$ cat src/rtl/pmx_pkg.sv
// pmx_pkg: constants, types and carriers for the pad reset-state and function mux
package pmx_pkg;
   localparam int NUM_PADS  = 16;
   localparam int NUM_SLOTS = 4;
   localparam int NUM_SEL   = 4;
   localparam int IDX_W     = 4;
   typedef logic [NUM_PADS-1:0] pmx_vec_t;
   // ------------------------------------------------------------
   // fixed pad roles
   // ------------------------------------------------------------
   localparam int PAD_BOOT = 0;
   localparam int PAD_ABS  = 1;
   localparam int PAD_RST  = 2;
   localparam int PAD_TDO  = 6;
   localparam int PAD_GPIO = 13;
   localparam int PAD_SRC  = 5;
   localparam pmx_vec_t JTAG_PU_MASK = 16'h0038;
   localparam pmx_vec_t CRYSTAL_OUT_MASK    = 16'h0180;
   localparam pmx_vec_t TRACE_MASK   = 16'h1E00;
   localparam pmx_vec_t ANALOG_MASK  = 16'hC000;
   localparam pmx_vec_t WAKEUP_MASK  = 16'h2003;
   localparam pmx_vec_t NO_DRV_MASK  = ANALOG_MASK | CRYSTAL_OUT_MASK;
   // slots holding an output function, slot 3 first
   localparam logic [NUM_SLOTS-1:0][NUM_PADS-1:0] SLOT_PRESENT =
      {16'h2040, 16'h2038, 16'h3E3B, 16'h3E7F};
   // ------------------------------------------------------------
   // register map and fields
   // ------------------------------------------------------------
   localparam logic [7:0] REG_PCR_LAST = 8'h3C;
   localparam logic [7:0] REG_NMI      = 8'h40;
   localparam logic [7:0] REG_SRC      = 8'h44;
   localparam logic [7:0] REG_STAT     = 8'h48;
   localparam logic [7:0] REG_LEVEL    = 8'h4C;
   localparam int PCR_W       = 3;
   localparam int ALT_FUNC_FIELD_LSB  = 0;
   localparam int INPUT_BUFFER_ENABLE_BIT = 2;
   localparam int NMI_EN_BIT  = 0;
   localparam int NMI_IDX_LSB = 4;
   localparam int SRC_W       = 4;
   localparam logic [PCR_W-1:0]         PCR_RST     = 3'h0;
   localparam logic [IDX_W-1:0]         NMI_IDX_RST = 4'h0;
   localparam logic [NUM_SEL*SRC_W-1:0] SRC_RST     = 16'h0000;
   // ------------------------------------------------------------
   // types
   // ------------------------------------------------------------
   typedef enum logic [1:0] {PH_PWR, PH_RST, PH_RUN} pmx_phase_e;
   typedef struct packed {
      logic [7:0]  addr;
      logic [31:0] wdata;
      logic        we;
      logic        re;
   } pmx_bus_s;
   typedef struct packed {
      pmx_vec_t out;
      pmx_vec_t oe;
      pmx_vec_t pu;
      pmx_vec_t pd;
      pmx_vec_t ibe;
   } pmx_pad_s;
   typedef struct packed {
      pmx_vec_t out;
      pmx_vec_t oe;
   } pmx_func_s;
endpackage

$ cat src/rtl/pmx_sync.sv
// pmx_sync: two-flop synchroniser for pad input levels
`timescale 1ns/1ps
module pmx_sync #(
   parameter int W = 16
) (
   // clock and reset
   input  wire logic         clk,
   input  wire logic         rst_b,
   // levels
   input  wire logic [W-1:0] d,
   output logic [W-1:0]      q
);
   logic [W-1:0] s1_q;

   always_ff @(posedge clk) begin
      if (!rst_b) begin
         s1_q <= '0;
         q    <= '0;
      end else begin
         s1_q <= d;
         q    <= s1_q;
      end
   end
endmodule // pmx_sync

$ cat src/rtl/pmx_in_sel.sv
// pmx_in_sel: picks one pad level for a module input
`timescale 1ns/1ps
module pmx_in_sel (
   // candidates
   input  wire pmx_pkg::pmx_vec_t          pads,
   // choice
   input  wire logic [pmx_pkg::IDX_W-1:0] sel,
   output logic                          y
);
   assign y = pads[sel];
endmodule // pmx_in_sel

$ cat src/rtl/pmx_top.sv
// pmx_top: pad reset-state sequencing, function mux and input routing
//
// Our own choices: strobed register access and the register addresses.
`timescale 1ns/1ps
// Functional notes
// - during power-up every pad is tristate with no pull.
// - after power-up the boot-source pad has a pull-down and a low level selects flash boot.
// - after power-up the first alternate-boot-select pad has a pull-up, others stay tristate.
// - the reset pad is driven low after power-up and becomes a pull-up after the second phase.
// - after power-up the jtag clock, mode and data-in pads pull up while data-out floats.
// - precise analog pads are never driven.
// - the crystal pads stay high impedance.
// - after power-up the trace output pads are forced to output.
// - the two-bit function field picks function zero to three for the pad output.
// - pad inputs reach modules only when the input-buffer enable is set, whatever the field; the nmi source pad level bypasses it.
// - every pad input is routed, and a per-input source field picks among candidate pads.
// - a pad chosen as nmi source loses its function output enable unless it is a trace pad; its out level still follows the field.
// - every wakeup-capable pad also raises an external interrupt request.
module pmx_top (
   // clock and reset
   input  wire logic                                      clk,
   input  wire logic                                      rst_b,
   // reset phase progress
   input  wire logic                                      power_up_done,
   input  wire logic                                      second_reset_phase_done,
   // register port
   input  wire pmx_pkg::pmx_bus_s                         bus_i,
   output logic [31:0]                                    rdata_q,
   // pads
   input  wire pmx_pkg::pmx_vec_t                         pad_in,
   output pmx_pkg::pmx_pad_s                              pad_q,
   // peripheral functions
   input  wire pmx_pkg::pmx_func_s [pmx_pkg::NUM_SLOTS-1:0] func_i,
   output pmx_pkg::pmx_vec_t                              periph_in_q,
   output logic [pmx_pkg::NUM_SEL-1:0]                    sel_in_q,
   output logic                                           nmi_q,
   output pmx_pkg::pmx_vec_t                              wakeup_q,
   output pmx_pkg::pmx_vec_t                              ext_irq_q,
   // boot straps
   output logic                                           boot_from_flash_q,
   output logic                                           alt_boot_select_bit0_q
);
   localparam int IW = pmx_pkg::IDX_W;

   pmx_pkg::pmx_phase_e                            phase_q, phase_d;
   logic                                           boot_from_flash_d;
   logic                                           alt_boot_select_bit0_d;
   logic [pmx_pkg::NUM_PADS-1:0][pmx_pkg::PCR_W-1:0] pcr_q, pcr_d;
   logic                                           nmi_en_q, nmi_en_d;
   logic [IW-1:0]                                  nmi_idx_q, nmi_idx_d;
   logic [pmx_pkg::NUM_SEL*pmx_pkg::SRC_W-1:0]      src_q, src_d;
   logic [31:0]                                    rdata_d;
   logic                                           pcr_hit;
   pmx_pkg::pmx_vec_t                              pad_sync;
   pmx_pkg::pmx_vec_t                              mux_out, mux_oe, nmi_hit, ibe_vec, live;
   pmx_pkg::pmx_pad_s                              pad_d;
   pmx_pkg::pmx_vec_t                              periph_in_d, wakeup_d, ext_irq_d;
   logic [pmx_pkg::NUM_SEL-1:0]                    sel_raw, sel_in_d;
   logic                                           nmi_d;

   // ------------------------------------------------------------
   // pad input synchroniser
   // ------------------------------------------------------------
   pmx_sync #(.W(pmx_pkg::NUM_PADS)) u_sync (
      .clk   (clk),
      .rst_b (rst_b),
      .d     (pad_in),
      .q     (pad_sync)
   );

   // ------------------------------------------------------------
   // reset phase sequencer
   // ------------------------------------------------------------
   always_comb begin
      phase_d                = phase_q;
      boot_from_flash_d      = boot_from_flash_q;
      alt_boot_select_bit0_d = alt_boot_select_bit0_q;
      unique case (phase_q)
         pmx_pkg::PH_PWR: begin
            if (power_up_done) begin
               phase_d = pmx_pkg::PH_RST;
            end
         end
         pmx_pkg::PH_RST: begin
            if (second_reset_phase_done) begin
               phase_d                = pmx_pkg::PH_RUN;
               boot_from_flash_d      = !pad_sync[pmx_pkg::PAD_BOOT];
               alt_boot_select_bit0_d = pad_sync[pmx_pkg::PAD_ABS];
            end
         end
         pmx_pkg::PH_RUN: begin
            phase_d = pmx_pkg::PH_RUN;
         end
         default: begin
            phase_d = pmx_pkg::PH_PWR;
         end
      endcase
   end

   always_ff @(posedge clk) begin
      if (!rst_b) begin
         phase_q                <= pmx_pkg::PH_PWR;
         boot_from_flash_q      <= 1'b0;
         alt_boot_select_bit0_q <= 1'b0;
      end else begin
         phase_q                <= phase_d;
         boot_from_flash_q      <= boot_from_flash_d;
         alt_boot_select_bit0_q <= alt_boot_select_bit0_d;
      end
   end

   // ------------------------------------------------------------
   // register port
   // ------------------------------------------------------------
   assign pcr_hit = (bus_i.addr <= pmx_pkg::REG_PCR_LAST) && (bus_i.addr[1:0] == 2'h0);

   always_comb begin
      pcr_d     = pcr_q;
      nmi_en_d  = nmi_en_q;
      nmi_idx_d = nmi_idx_q;
      src_d     = src_q;
      rdata_d   = 32'h0000_0000;
      if (bus_i.we) begin
         if (pcr_hit) begin
            pcr_d[bus_i.addr[5:2]] = bus_i.wdata[pmx_pkg::PCR_W-1:0];
         end else if (bus_i.addr == pmx_pkg::REG_NMI) begin
            nmi_en_d  = bus_i.wdata[pmx_pkg::NMI_EN_BIT];
            nmi_idx_d = bus_i.wdata[pmx_pkg::NMI_IDX_LSB +: IW];
         end else if (bus_i.addr == pmx_pkg::REG_SRC) begin
            src_d = bus_i.wdata[pmx_pkg::NUM_SEL*pmx_pkg::SRC_W-1:0];
         end
      end
      if (bus_i.re) begin
         if (pcr_hit) begin
            rdata_d = 32'(pcr_q[bus_i.addr[5:2]]);
         end else if (bus_i.addr == pmx_pkg::REG_NMI) begin
            rdata_d = {24'h000000, nmi_idx_q, 3'h0, nmi_en_q};
         end else if (bus_i.addr == pmx_pkg::REG_SRC) begin
            rdata_d = 32'(src_q);
         end else if (bus_i.addr == pmx_pkg::REG_STAT) begin
            rdata_d = {28'h0000000, alt_boot_select_bit0_q, boot_from_flash_q, phase_q};
         end else if (bus_i.addr == pmx_pkg::REG_LEVEL) begin
            rdata_d = 32'(pad_sync);
         end
      end
   end

   always_ff @(posedge clk) begin
      if (!rst_b) begin
         pcr_q     <= {pmx_pkg::NUM_PADS{pmx_pkg::PCR_RST}};
         nmi_en_q  <= 1'b0;
         nmi_idx_q <= pmx_pkg::NMI_IDX_RST;
         src_q     <= pmx_pkg::SRC_RST;
         rdata_q   <= 32'h0000_0000;
      end else begin
         pcr_q     <= pcr_d;
         nmi_en_q  <= nmi_en_d;
         nmi_idx_q <= nmi_idx_d;
         src_q     <= src_d;
         rdata_q   <= rdata_d;
      end
   end

   // ------------------------------------------------------------
   // per-pad function mux
   // ------------------------------------------------------------
   for (genvar i = 0; i < pmx_pkg::NUM_PADS; i++) begin : g_pad
      logic [1:0] af;
      assign af         = pcr_q[i][pmx_pkg::ALT_FUNC_FIELD_LSB +: 2];
      assign nmi_hit[i] = nmi_en_q && (nmi_idx_q == IW'(i));
      assign ibe_vec[i] = pcr_q[i][pmx_pkg::INPUT_BUFFER_ENABLE_BIT];
      assign mux_out[i] = func_i[af].out[i];
      assign mux_oe[i]  = func_i[af].oe[i] && pmx_pkg::SLOT_PRESENT[af][i]
                          && !nmi_hit[i] && !pmx_pkg::NO_DRV_MASK[i];
   end

   // ------------------------------------------------------------
   // pad state per phase
   // ------------------------------------------------------------
   always_comb begin
      pad_d = '0;
      unique case (phase_q)
         pmx_pkg::PH_PWR: begin
            pad_d = '0;
         end
         pmx_pkg::PH_RST: begin
            pad_d.pd[pmx_pkg::PAD_BOOT] = 1'b1;
            pad_d.pu[pmx_pkg::PAD_ABS]  = 1'b1;
            pad_d.oe[pmx_pkg::PAD_RST]  = 1'b1;
            pad_d.pu  = pad_d.pu | pmx_pkg::JTAG_PU_MASK;
            pad_d.oe  = pad_d.oe | pmx_pkg::TRACE_MASK;
            pad_d.out = func_i[0].out & pmx_pkg::TRACE_MASK;
         end
         pmx_pkg::PH_RUN: begin
            pad_d.out = mux_out;
            pad_d.oe  = mux_oe | pmx_pkg::TRACE_MASK;
            pad_d.out[pmx_pkg::PAD_RST] = 1'b0;
            pad_d.oe[pmx_pkg::PAD_RST]  = 1'b0;
            pad_d.pu  = pmx_pkg::JTAG_PU_MASK;
            pad_d.pu[pmx_pkg::PAD_RST]  = 1'b1;
            pad_d.ibe = ibe_vec;
         end
         default: begin
            pad_d = '0;
         end
      endcase
   end

   always_ff @(posedge clk) begin
      if (!rst_b) begin
         pad_q <= '0;
      end else begin
         pad_q <= pad_d;
      end
   end

   // ------------------------------------------------------------
   // input routing
   // ------------------------------------------------------------
   assign live = (phase_q == pmx_pkg::PH_RUN) ? (pad_sync & ibe_vec) : '0;

   for (genvar k = 0; k < pmx_pkg::NUM_SEL; k++) begin : g_sel
      pmx_in_sel u_sel (
         .pads (live),
         .sel  (src_q[k*pmx_pkg::SRC_W +: pmx_pkg::SRC_W]),
         .y    (sel_raw[k])
      );
   end

   always_comb begin
      periph_in_d = live;
      sel_in_d    = sel_raw;
      nmi_d       = nmi_en_q && pad_sync[nmi_idx_q] && (phase_q == pmx_pkg::PH_RUN);
      wakeup_d    = live & pmx_pkg::WAKEUP_MASK;
      ext_irq_d   = live & pmx_pkg::WAKEUP_MASK;
   end

   always_ff @(posedge clk) begin
      if (!rst_b) begin
         periph_in_q <= '0;
         sel_in_q    <= '0;
         nmi_q       <= 1'b0;
         wakeup_q    <= '0;
         ext_irq_q   <= '0;
      end else begin
         periph_in_q <= periph_in_d;
         sel_in_q    <= sel_in_d;
         nmi_q       <= nmi_d;
         wakeup_q    <= wakeup_d;
         ext_irq_q   <= ext_irq_d;
      end
   end
endmodule // pmx_top

$ cat config.mk
export PLATFORM = sky130hd
export DESIGN_NAME = pmx_top
export DESIGN_NICKNAME = d
export VERILOG_FILES = /design/src/rtl/pmx_pkg.sv /design/src/rtl/pmx_sync.sv /design/src/rtl/pmx_in_sel.sv /design/src/rtl/pmx_top.sv
export SDC_FILE = /design/constraint.sdc
export NUM_CORES = 1
export LEC_CHECK = 0
export ABC_AREA = 1
export BUFFER_PORTS_ARGS = -buffer_cell sky130_fd_sc_hd__buf_2
export CORE_MARGIN = 10
export CORE_UTILIZATION = 52
export CTS_CLUSTER_DIAMETER = 100
export CTS_CLUSTER_SIZE = 40
export DETAILED_ROUTE_END_ITERATION = 7
export PLACE_DENSITY_LB_ADDON = 0.12
export SLEW_MARGIN = 20
export SYNTH_ARGS = -nofsm -noshare
export SYNTH_HDL_FRONTEND = slang
export SYNTH_SLANG_ARGS = --single-unit
$ cat constraint.sdc
create_clock -name clk -period 4.55 [get_ports clk]
set_input_delay 0.91 -clock clk [delete_from_list [all_inputs] [get_ports clk]]
set_output_delay 0.91 -clock clk [all_outputs]
set_load 0.01 [all_outputs]
==> results.txt <==
Synth-to-Final Area Change: 17.4%
CP Class: input port to flop
Hold Buf Count CTS: 0
R2R cell count: 7
GR peak layer: met2
io pins: 357
hold path cells: 2
vias in the first global route: 7,764
post-synth top area share: 43.5%
asr flop ratio synth: 0%
routed wire length: 26,400 µm
clock-pin slew on the worst setup and hold paths: 0.07 ns
GPL Wtd Cong: 0.937
setup TNS: 0 ns
grt met1 use: 29.6%
CP max FO: 34
crit path time final: 2.41 ns
CTS Buf Count: 17
Fin. Hold Viols: 0
drt first pass iters: 5
Synth cell types: 33
worst-case clock buffer depth: 2
startpoint types: input port
routed vias: 8,327
initial core utilization: 53.1%
gr ovfl total: 0
Synth area leader: dfxtp_1
CP required: 4.92 ns
drt initial violations: 757
Final setup violation count: 0
class of the worst hold path: flop to flop
worst hold slack: 0.408 ns
Peak VDD IR: 0.000278 V
GRT Resource Usage Total: 23.2%
Seq/Total Area, Yosys: 43.5%
site row count: 46
DRC: 0
cell area after synthesis: 0.00846 mm²
Worst Skew: 0.0129 ns
layout cells sized above 1: 19.2%
antenna viol nets, final: 0
core area: 0.0159 mm²
die area: 0.0218 mm²
layout net count: 1,584
PwrDens: 373 mW/mm²
final critical-path share of the clock period: 52.9%
clk_lat worst skew: 0.44 ns
Max Cap Viol: 0
met3 Use GR: 7.23%
synth top area cells: dfxtp_1 44%, nand2_1 8.8%, buf_4 8.0%, o21ai_0 7.5%, nor2_1 7.4%
vias per cell: 5.14
met2 usage: 36.1%
leakage: 0.00500 µW
Data arrival, critical path: 2.78 ns
RSZ-0062 raised after global routing: false
CTS tree: yes
routed len/inst: 16.3 µm
Die Span X: 148 µm
Setup crit end kind: flop
Post-Synthesis Cells: 1,201
Slew Viols, Final: 0
top_reg_cell synth: dfxtp_1
outcome: finished clean
clock root buffer: clkbuf_16
relative slew slack: 48.9%
largest net degree at the start of global routing: 65
post-synthesis register bit count: 184
IO Port Bufs: 218
CTS resizes: 0
H-tree depth: 4
Fmax: 416 MHz
Worst-Margin Slew: 0.766 ns
Final Util: 62.3%
total clock sinks: 184
Synth Area per Inst: 7.04 µm²
dpl hpwl: 20,100 µm
filler cell count in the final layout: 1,558
Post-synth EDFFs: 0
total of warnings raised by yosys: 0
first-pass GRT wire length: 40,700 µm
initial antenna violation count: 1
Die Y: 148 µm
# Post-CTS Setup Buffers: 0
## flip-flops by register name, indices dropped and copies added, names as in the netlist, 2 cells and up
register	cells
pad_q	42
g_pad.af	32
ibe_vec	16
rdata_q	16
src_q	16
u_sync.q	16
u_sync.s1_q	16
periph_in_q	14
nmi_idx_q	4
sel_in_q	4
ext_irq_q	2
phase_q	2
## synthesized netlist by cell type (10+ instances only)
| cell type | number |
|---|---|
| inv_1 | 140 |
| o21ai_1 | 11 |
| nor2_1 | 167 |
| nand2_1 | 199 |
| clkbuf_1 | 18 |
| buf_4 | 90 |
| nor3_1 | 14 |
| buf_2 | 10 |
| nand3_1 | 96 |
| o21ai_0 | 127 |
| dfxtp_1 | 184 |
| a21oi_1 | 89 |
## report_power, final
part / leakage [µW] / internal (µW) / switching (µW)
registers: 0.00149 / 1660 / 30.1
clock network: 0.000308 / 934 / 677
logic: 0.00320 / 132 / 272
total: 0.00500 / 2730 / 980
## stage by stage
step,cells,cell area (µm²),setup WS [ns],power (µW)
global route,1621,9930,1.94,3840
finish,1621,9930,2.14,3710
floorplan,1273,8730,2.59,2030
CTS,1620,9930,2.18,3710
global placement,1588,9290,1.73,2120
detailed placement,1588,9290,1.72,2130
## cell usage in the layout (no fill, tap or decap), drive strengths merged, types with 7 or more instances in the layout
| cell type | n |
|---|---|
| conb | 73 |
| a21oi | 89 |
| o21ai | 138 |
| inv | 151 |
| clkbuf | 17 |
| clkinv | 7 |
| nor3 | 14 |
| nor2 | 176 |
| nand3 | 96 |
| dfxtp | 184 |
| nand2 | 204 |
| buf | 220 |
## area by class of cell
class | instances | area, µm² | area share [%]
diodes | 1 | 2.50 | 0.0252
repair buffers | 220 | 1110 | 11.1
well taps | 216 | 270 | 2.72
flip-flops and latches | 184 | 3680 | 37.1
multi-input cells | 819 | 3670 | 37.0
inverters | 149 | 559 | 5.63
clock buffers | 17 | 425 | 4.28
clock inverters | 15 | 213 | 2.14
## logic make-up after synthesis
| kind of cell | after synthesis | synth area share (%) |
|---|---|---|
| other | 1 | 0.0443 |
| AND/OR/NAND/NOR | 497 | 24.7 |
| buffers and inverters | 270 | 16.2 |
| AO/OA/AOI/OAI | 246 | 15.1 |
| adder cells (fa/ha/maj) | 3 | 0.444 |
| flip-flops | 184 | 43.5 |
## worst paths after layout
kind | startpoint | endpoint | slack [ns]
max | bus_i[37] | src_q[10] | 2.14
min | u_sync.s1_q[11] | u_sync.q[11] | 0.41
max reg2reg | phase_q[0] | pad_q[51] | 2.17
min reg2reg | u_sync.s1_q[11] | u_sync.q[11] | 0.41
## critical path, cell delays in order
cell and delay [ns]:
buf_2 0.13, inv_1 0.14, nand2_2 0.21, nor2_2 0.20, nand2_2 0.39, nor2_4 0.50
o21ai_0 0.14, nor2_1 0.13
## per-layer routing
layer	routed length, µm	part of all wire [%]
met5	0	0
met4	641	2.4
met3	3020	11
met2	11700	44
met1	11000	42
(Power assumes the default switching activity.)
